`config.mk`:
```
export PLATFORM = sky130hd
export DESIGN_NAME = bspie_host_flat
export DESIGN_NICKNAME = d
export VERILOG_FILES = /design/src/hdl/bspie_pkg.sv /design/src/hdl/bspie_if.sv /design/src/hdl/bspie_host.sv /design/src/flat_wrapper.sv
export SDC_FILE = /design/constraint.sdc
export NUM_CORES = 1
export LEC_CHECK = 0
export ABC_AREA = 0
export BUFFER_PORTS_ARGS = -buffer_cell sky130_fd_sc_hd__buf_2
export CORE_ASPECT_RATIO = 1.4
export CORE_UTILIZATION = 50
export CTS_CLUSTER_SIZE = 40
export DETAILED_ROUTE_END_ITERATION = 12
export PLACE_DENSITY_LB_ADDON = 0.12
export SETUP_SLACK_MARGIN = 0.05
export SLEW_MARGIN = 15
export SYNTH_ARGS = -nofsm -noshare
export SYNTH_HDL_FRONTEND = slang
export SYNTH_SLANG_ARGS = --single-unit
export TNS_END_PERCENT = 30
```
`constraint.sdc`:
```
create_clock -name CLOCK -period 3.12 [get_ports CLOCK]
set_input_delay 0.156 -clock CLOCK [delete_from_list [all_inputs] [get_ports CLOCK]]
set_output_delay 0.156 -clock CLOCK [all_outputs]
set_load 0.02 [all_outputs]
```
`src/hdl/bspie_pkg.sv`:
```
// Shared constants for the bit-serial prioritized interrupt encoder and its host end
package bspie_pkg;

  // ==========================================================================
  // Port geometry
  localparam int unsigned IRQ_COUNT = 15;
  localparam int unsigned CODE_W = 4;
  localparam int unsigned SEL_W = 5;
  localparam logic [4:0] SEL_CONTROL = 5'h00;
  localparam logic [3:0] CODE_RESET = 4'h0;
  localparam logic [14:0] MASK_RESET = 15'h0000;
  localparam logic CONTROL_RESET = 1'b0;
  localparam logic [3:0] IRQ_LAST_CODE = 4'hF;

  // ==========================================================================
  // Link timing, host side
  localparam int unsigned CLK_PERIOD_NS = 4;
  localparam int unsigned T_SETUP_NS = 200;
  localparam int unsigned T_STROBE_NS = 100;
  localparam int unsigned T_HOLD_NS = 80;
  localparam int unsigned T_READ_NS = 330;
  localparam int unsigned SETUP_CYC = (T_SETUP_NS + CLK_PERIOD_NS - 1) / CLK_PERIOD_NS;
  localparam int unsigned STROBE_CYC = (T_STROBE_NS + CLK_PERIOD_NS - 1) / CLK_PERIOD_NS;
  localparam int unsigned HOLD_CYC = (T_HOLD_NS + CLK_PERIOD_NS - 1) / CLK_PERIOD_NS;
  localparam int unsigned READ_CYC = (T_READ_NS + CLK_PERIOD_NS - 1) / CLK_PERIOD_NS;
  localparam int unsigned CNT_W = 7;

  // ==========================================================================
  // Host register map
  localparam logic [3:0] REG_CMD = 4'h0;
  localparam logic [3:0] REG_STATUS = 4'h4;
  localparam logic [3:0] REG_IRQ_STAT = 4'h8;
  localparam logic [3:0] REG_IRQ_MASK = 4'hC;
  localparam int unsigned CMD_SEL_LSB = 0;
  localparam int unsigned CMD_WRITE_BIT = 5;
  localparam int unsigned CMD_DATA_BIT = 6;
  localparam int unsigned ST_BUSY_BIT = 0;
  localparam int unsigned ST_RDBIT_BIT = 1;
  localparam int unsigned ST_CODE_LSB = 2;
  localparam int unsigned ST_REQ_BIT = 6;
  localparam int unsigned EV_DONE_BIT = 0;
  localparam int unsigned EV_REQ_BIT = 1;
  localparam int unsigned EV_W = 2;
  localparam logic [1:0] EV_RESET = 2'h0;

  typedef enum logic [2:0] {
    H_IDLE, H_SETUP, H_STROBE, H_HOLD, H_READ
  } bspie_hstate_t;

endpackage

```
`src/hdl/bspie_if.sv`:
```
// Serial bit port between the encoder and its host
interface bspie_if;
  logic high_select_line;
  logic [3:0] bit_select_lines;
  logic cs_n;
  logic serial_read_line;
  logic serial_write_line;
  logic write_strobe;
  logic [3:0] priority_code_out;
  logic irq_request_n;

  modport dev (
    input high_select_line, bit_select_lines, cs_n, serial_write_line, write_strobe,
    output serial_read_line, priority_code_out, irq_request_n
  );

  modport host (
    output high_select_line, bit_select_lines, cs_n, serial_write_line, write_strobe,
    input serial_read_line, priority_code_out, irq_request_n
  );
endinterface

```
`src/hdl/bspie_host.sv`:
```
// Host end: drives the serial bit port from a small register file
module bspie_host (
  // Clock and reset
  input wire logic CLOCK,
  input wire logic RST_N,
  // Register port
  input wire logic [3:0] ADDR,
  input wire logic [31:0] WDATA,
  input wire logic WR,
  input wire logic RD,
  output logic [31:0] RDATA,
  // Interrupt
  output logic IRQ,
  // Serial bit port
  bspie_if.host LINK
);

  // ==========================================================================
  // Device output synchronisers
  logic rl_m_q, rl_s_q;
  logic [3:0] code_m_q, code_s_q;
  logic req_m_q, req_s_q, req_p_q;

  always_ff @(posedge CLOCK) begin
    if (!RST_N) begin
      rl_m_q <= 1'b1;
      rl_s_q <= 1'b1;
      code_m_q <= 4'h0;
      code_s_q <= 4'h0;
      req_m_q <= 1'b1;
      req_s_q <= 1'b1;
      req_p_q <= 1'b1;
    end else begin
      rl_m_q <= LINK.serial_read_line;
      rl_s_q <= rl_m_q;
      code_m_q <= LINK.priority_code_out;
      code_s_q <= code_m_q;
      req_m_q <= LINK.irq_request_n;
      req_s_q <= req_m_q;
      req_p_q <= req_s_q;
    end
  end

  // ==========================================================================
  // Transfer sequencer
  bspie_pkg::bspie_hstate_t state_q;
  logic [6:0] cnt_q;
  logic [4:0] sel_q;
  logic is_wr_q, wd_q, cs_n_q, stb_q, rdbit_q, done;
  logic cmd_go;

  assign cmd_go = WR && ADDR == bspie_pkg::REG_CMD && state_q == bspie_pkg::H_IDLE;
  assign done = (state_q == bspie_pkg::H_HOLD || state_q == bspie_pkg::H_READ) && cnt_q == 7'h00;

  always_ff @(posedge CLOCK) begin
    if (!RST_N) begin
      state_q <= bspie_pkg::H_IDLE;
      cnt_q <= 7'h00;
      sel_q <= 5'h00;
      is_wr_q <= 1'b0;
      wd_q <= 1'b0;
      cs_n_q <= 1'b1;
      stb_q <= 1'b0;
      rdbit_q <= 1'b1;
    end else begin
      unique case (state_q)
        bspie_pkg::H_IDLE: begin
          if (cmd_go) begin
            sel_q <= WDATA[bspie_pkg::CMD_SEL_LSB +: 5];
            is_wr_q <= WDATA[bspie_pkg::CMD_WRITE_BIT];
            wd_q <= WDATA[bspie_pkg::CMD_DATA_BIT];
            cs_n_q <= 1'b0;
            cnt_q <= WDATA[bspie_pkg::CMD_WRITE_BIT] ? 7'(bspie_pkg::SETUP_CYC - 1)
                                                     : 7'(bspie_pkg::READ_CYC - 1);
            state_q <= WDATA[bspie_pkg::CMD_WRITE_BIT] ? bspie_pkg::H_SETUP
                                                       : bspie_pkg::H_READ;
          end
        end
        bspie_pkg::H_SETUP: begin
          if (cnt_q == 7'h00) begin
            stb_q <= 1'b1;
            cnt_q <= 7'(bspie_pkg::STROBE_CYC - 1);
            state_q <= bspie_pkg::H_STROBE;
          end else begin
            cnt_q <= cnt_q - 7'h01;
          end
        end
        bspie_pkg::H_STROBE: begin
          if (cnt_q == 7'h00) begin
            stb_q <= 1'b0;
            cnt_q <= 7'(bspie_pkg::HOLD_CYC - 1);
            state_q <= bspie_pkg::H_HOLD;
          end else begin
            cnt_q <= cnt_q - 7'h01;
          end
        end
        bspie_pkg::H_HOLD, bspie_pkg::H_READ: begin
          if (cnt_q == 7'h00) begin
            if (state_q == bspie_pkg::H_READ) begin
              rdbit_q <= rl_s_q;
            end
            cs_n_q <= 1'b1;
            state_q <= bspie_pkg::H_IDLE;
          end else begin
            cnt_q <= cnt_q - 7'h01;
          end
        end
      endcase
    end
  end

  // ==========================================================================
  // Events, mask and interrupt
  logic [1:0] ev_q, mask_q, ev_set;
  logic irq_q;
  assign ev_set = {req_p_q && !req_s_q, done};

  always_ff @(posedge CLOCK) begin
    if (!RST_N) begin
      ev_q <= bspie_pkg::EV_RESET;
      mask_q <= bspie_pkg::EV_RESET;
      irq_q <= 1'b0;
    end else begin
      // A new event wins over a clear landing in the same cycle
      if (WR && ADDR == bspie_pkg::REG_IRQ_STAT) begin
        ev_q <= (ev_q & ~WDATA[1:0]) | ev_set;
      end else begin
        ev_q <= ev_q | ev_set;
      end
      if (WR && ADDR == bspie_pkg::REG_IRQ_MASK) begin
        mask_q <= WDATA[1:0];
      end
      irq_q <= |(ev_q & mask_q);
    end
  end

  // ==========================================================================
  // Register reads
  logic [31:0] rdata_q;

  always_ff @(posedge CLOCK) begin
    if (!RST_N) begin
      rdata_q <= 32'h0000_0000;
    end else if (RD) begin
      unique case (ADDR)
        bspie_pkg::REG_CMD: rdata_q <= {25'h000_0000, wd_q, is_wr_q, sel_q};
        bspie_pkg::REG_STATUS: begin
          rdata_q <= {25'h000_0000, !req_s_q, code_s_q, rdbit_q,
                      state_q != bspie_pkg::H_IDLE};
        end
        bspie_pkg::REG_IRQ_STAT: rdata_q <= {30'h0000_0000, ev_q};
        bspie_pkg::REG_IRQ_MASK: rdata_q <= {30'h0000_0000, mask_q};
        default: rdata_q <= 32'h0000_0000;
      endcase
    end else begin
      rdata_q <= 32'h0000_0000;
    end
  end

  assign RDATA = rdata_q;
  assign IRQ = irq_q;
  assign LINK.high_select_line = sel_q[4];
  assign LINK.bit_select_lines = sel_q[3:0];
  assign LINK.cs_n = cs_n_q;
  assign LINK.serial_write_line = wd_q;
  assign LINK.write_strobe = stb_q;

endmodule // bspie_host

```
`src/flat_wrapper.sv`:
```
// flat-port wrapper written by rule: the top's interface ports become plain ports
module bspie_host_flat 
  (CLOCK, RST_N, ADDR, WDATA, WR, RD, RDATA, IRQ, LINK_high_select_line, LINK_bit_select_lines, LINK_cs_n, LINK_serial_write_line, LINK_write_strobe, LINK_serial_read_line, LINK_priority_code_out, LINK_irq_request_n);
  bspie_if LINK_i ();
  input wire logic CLOCK;
  input wire logic RST_N;
  input wire logic [3:0] ADDR;
  input wire logic [31:0] WDATA;
  input wire logic WR;
  input wire logic RD;
  output logic [31:0] RDATA;
  output logic IRQ;
  output wire logic [$bits(LINK_i.high_select_line)-1:0] LINK_high_select_line;
  output wire logic [$bits(LINK_i.bit_select_lines)-1:0] LINK_bit_select_lines;
  output wire logic [$bits(LINK_i.cs_n)-1:0] LINK_cs_n;
  output wire logic [$bits(LINK_i.serial_write_line)-1:0] LINK_serial_write_line;
  output wire logic [$bits(LINK_i.write_strobe)-1:0] LINK_write_strobe;
  input wire logic [$bits(LINK_i.serial_read_line)-1:0] LINK_serial_read_line;
  input wire logic [$bits(LINK_i.priority_code_out)-1:0] LINK_priority_code_out;
  input wire logic [$bits(LINK_i.irq_request_n)-1:0] LINK_irq_request_n;
  assign LINK_high_select_line = LINK_i.high_select_line;
  assign LINK_bit_select_lines = LINK_i.bit_select_lines;
  assign LINK_cs_n = LINK_i.cs_n;
  assign LINK_serial_write_line = LINK_i.serial_write_line;
  assign LINK_write_strobe = LINK_i.write_strobe;
  assign LINK_i.serial_read_line = LINK_serial_read_line;
  assign LINK_i.priority_code_out = LINK_priority_code_out;
  assign LINK_i.irq_request_n = LINK_irq_request_n;
  bspie_host u_core (.CLOCK(CLOCK), .RST_N(RST_N), .ADDR(ADDR), .WDATA(WDATA), .WR(WR), .RD(RD), .RDATA(RDATA), .IRQ(IRQ), .LINK(LINK_i));
endmodule
```
==> out/metrics.csv <==
metric,value,unit
status,completed,
initial cell density of the core,53.07,%
"count leader, synth",dfxtp_1,
total track usage,19.22,%
hpwl dp,3151,um
sequential fraction of the synthesis area,39.71,%
setup_tns,0,ps
"top cells by area, synth","dfxtp_1 (40%), buf_4 (8.3%), mux2i_1 (5.7%)",
CP startpoint kind,register,
CP required,3260,ps
Post-Syn Area,0.002268,mm2
Vias/cell,5.173,
Max VDD drop,0.2665,mV
Worst EP arrival,2410,ps
largest net degree at the start of global routing,44,
clk root buf,clkbuf_8,
layout cells sized above 1,18.43,%
final setup vio count,0,
final WL,4334,um
post-layout min period,2262,ps
# fillers,399,
grt ovf,0,
critical path type,register to register,
FMAX,442.1,MHz
Sink Count,45,
Async SR Flop Fraction,0,%
Max Transition Viols Final,0,
top post-synthesis cells by count,"dfxtp_1 (45), buf_4 (25), nor2_1 (20)",
Starting DRT DRC Count,101,
Clock transition at path regs,80,ps
num rows,28,
clock buffer depth,2,
peak fanout along the critical path,14,
skew final,4.431,ps
Slew Limit Headroom,48.68,%
Cells after Synth,260,
Final Cycle Share,72.50,%
Area Growth Syn to Fin,11.75,%
# hold bufs at CTS,0,
total number of vias,1826,
Port Buffers,36,
Yosys Warn Count,0,
CP Cell Sequence,or3b_2 > nor4_1 > a21oi_1 > o2111ai_1 > o22ai_1,
syn avg cell area,8.725,um2
core area,0.004274,mm2
n_diodes,0,
LEAKAGE,1.115,nW
Hold Crit Class,input pin to register,
Synth area leader,dfxtp_1,
Layout Nets,340,
worst hold margin,43.42,ps
WL/cell,12.28,um
Top Ports,87,
pwr dens,549.5,mW/mm2
CP endpoint kind,register,
DRT Pass-1 Iters,4,
Die Area,0.004814,mm2
vias in the first global route,1571,
Post-synth EDFFs,0,
CTS tree,built,
Final ANT Viol Nets,0,
"slowest stage delay, CP",610,ps
Die X,58.93,um
Setup Buffers After CTS,0,
DRC,0,
CP max-delay cell,or3b_2,
Synth top area share,39.71,%
H-tree lvl count,2,
first-pass GRT wire length,7024,um
initial antenna violation count,0,
Most used DFF post-synth,dfxtp_1,
worst skew pair latency,290,ps
post_cts resized,0,
GPL Wtd Cong,0.8405,
count of cell types in the netlist,51,
final hold vios,0,
fin util,59.31,%
die height,81.70,um
cts bufs inserted,5,
Worst Tran Pin Value,769.8,ps
#FFs+latches synth,45,
max-cap viol count,0,
RSZ-0062 raised after global routing,false,
## placed cells by master (no fill, tap or decap), types with 5 or more instances in the layout
cell and instances:
nand3_1 5, a211oi_1 5, nand2b_1 9, o21ai_0 9, nor2b_1 14, dfxtp_1 45
nor2_1 20, nand2_1 14, conb_1 25, nor3_1 7, buf_2 36, clkbuf_8 5
o21a_1 5, inv_1 7, and2_1 9, mux2i_1 13, a21oi_1 13
## through the flow
stage	total power (W)	instance area, um2	instances	worst slack (ps)
finish	0.001393	2535	353	858.1
floorplan	0.0008522	2359	284	1375
detailed placement	0.0008859	2397	345	915.6
CTS	0.001411	2535	353	875.4
global placement	0.0008858	2397	345	885.7
global route	0.001473	2535	353	723.7
## path summary, 6_finish.rpt
| check | start | to | slack (ps) | cells past startpoint |
|---|---|---|---|---|
| min | LINK_irq_request_n | u_core.req_m_q | 40 | 2 |
| max reg2reg | u_core.state_q[2] | u_core.cnt_q[6] | 860 | 5 |
| max | u_core.state_q[2] | u_core.cnt_q[6] | 860 | 5 |
| min reg2reg | u_core.rl_m_q | u_core.rl_s_q | 410 | 1 |
## sequential cells by signal, summed over array words and instances, names as in the netlist
name,flops
u_core.rl_m_q,1
u_core.sel_q,5
u_core.LINK.serial_write_line,1
u_core.req_p_q,1
u_core.mask_q,2
u_core.rl_s_q,1
u_core.ev_q,2
u_core.code_s_q,4
u_core.LINK.cs_n,1
u_core.code_m_q,4
u_core.LINK.write_strobe,1
u_core.req_s_q,1
u_core.IRQ,1
u_core.req_m_q,1
u_core.rdbit_q,1
u_core.cnt_q,7
u_core.state_q,3
u_core.RDATA,7
u_core.is_wr_q,1
## logic make-up after synthesis
group / count (synthesis) / synth area share, %
buf+inv: 45 / 11.69
flops: 45 / 39.71
simple gates: 95 / 22.50
mux: 15 / 7.225
compound gates: 54 / 16.44
xor+xnor: 3 / 1.159
fa+ha+maj: 2 / 1.103
other cells: 1 / 0.1653
## where the power goes
| part | internal, W | switching (W) | leakage [nW] |
|---|---|---|---|
| combinational | 0.0000925 | 0.000166 | 0.680 |
| clock | 0.000322 | 0.000193 | 0.0687 |
| sequential | 0.000596 | 0.0000229 | 0.366 |
## area by class of cell
| type | count | area, um2 | share of cell area (%) |
|---|---|---|---|
| Clock buffer | 5 | 68.82 | 2.715 |
| Clock inverter | 3 | 68.82 | 2.715 |
| Inverter | 7 | 26.28 | 1.037 |
| Multi-Input combinational cell | 194 | 1192 | 47.04 |
| Sequential cell | 45 | 900.9 | 35.54 |
| Tap cell | 60 | 75.07 | 2.962 |
| Timing Repair Buffer | 39 | 202.7 | 7.996 |
## worst max-delay path, delay by kind of cell (launching register included)
kind | cells | cell delay [ps]
AOI/OAI and AO/OA | 3 | 400
DFF | 1 | 600
and+or+nand+nor | 2 | 1110
## layer usage
metal / GRT usage (%) / part of all wire (%)
met1: 22.93 / 42
met2: 32.50 / 49
met3: 3.465 / 6.2
met4: 10.00 / 2.9
met5: 0 / 0
No activity file was read; power rests on OpenSTA's default activity.
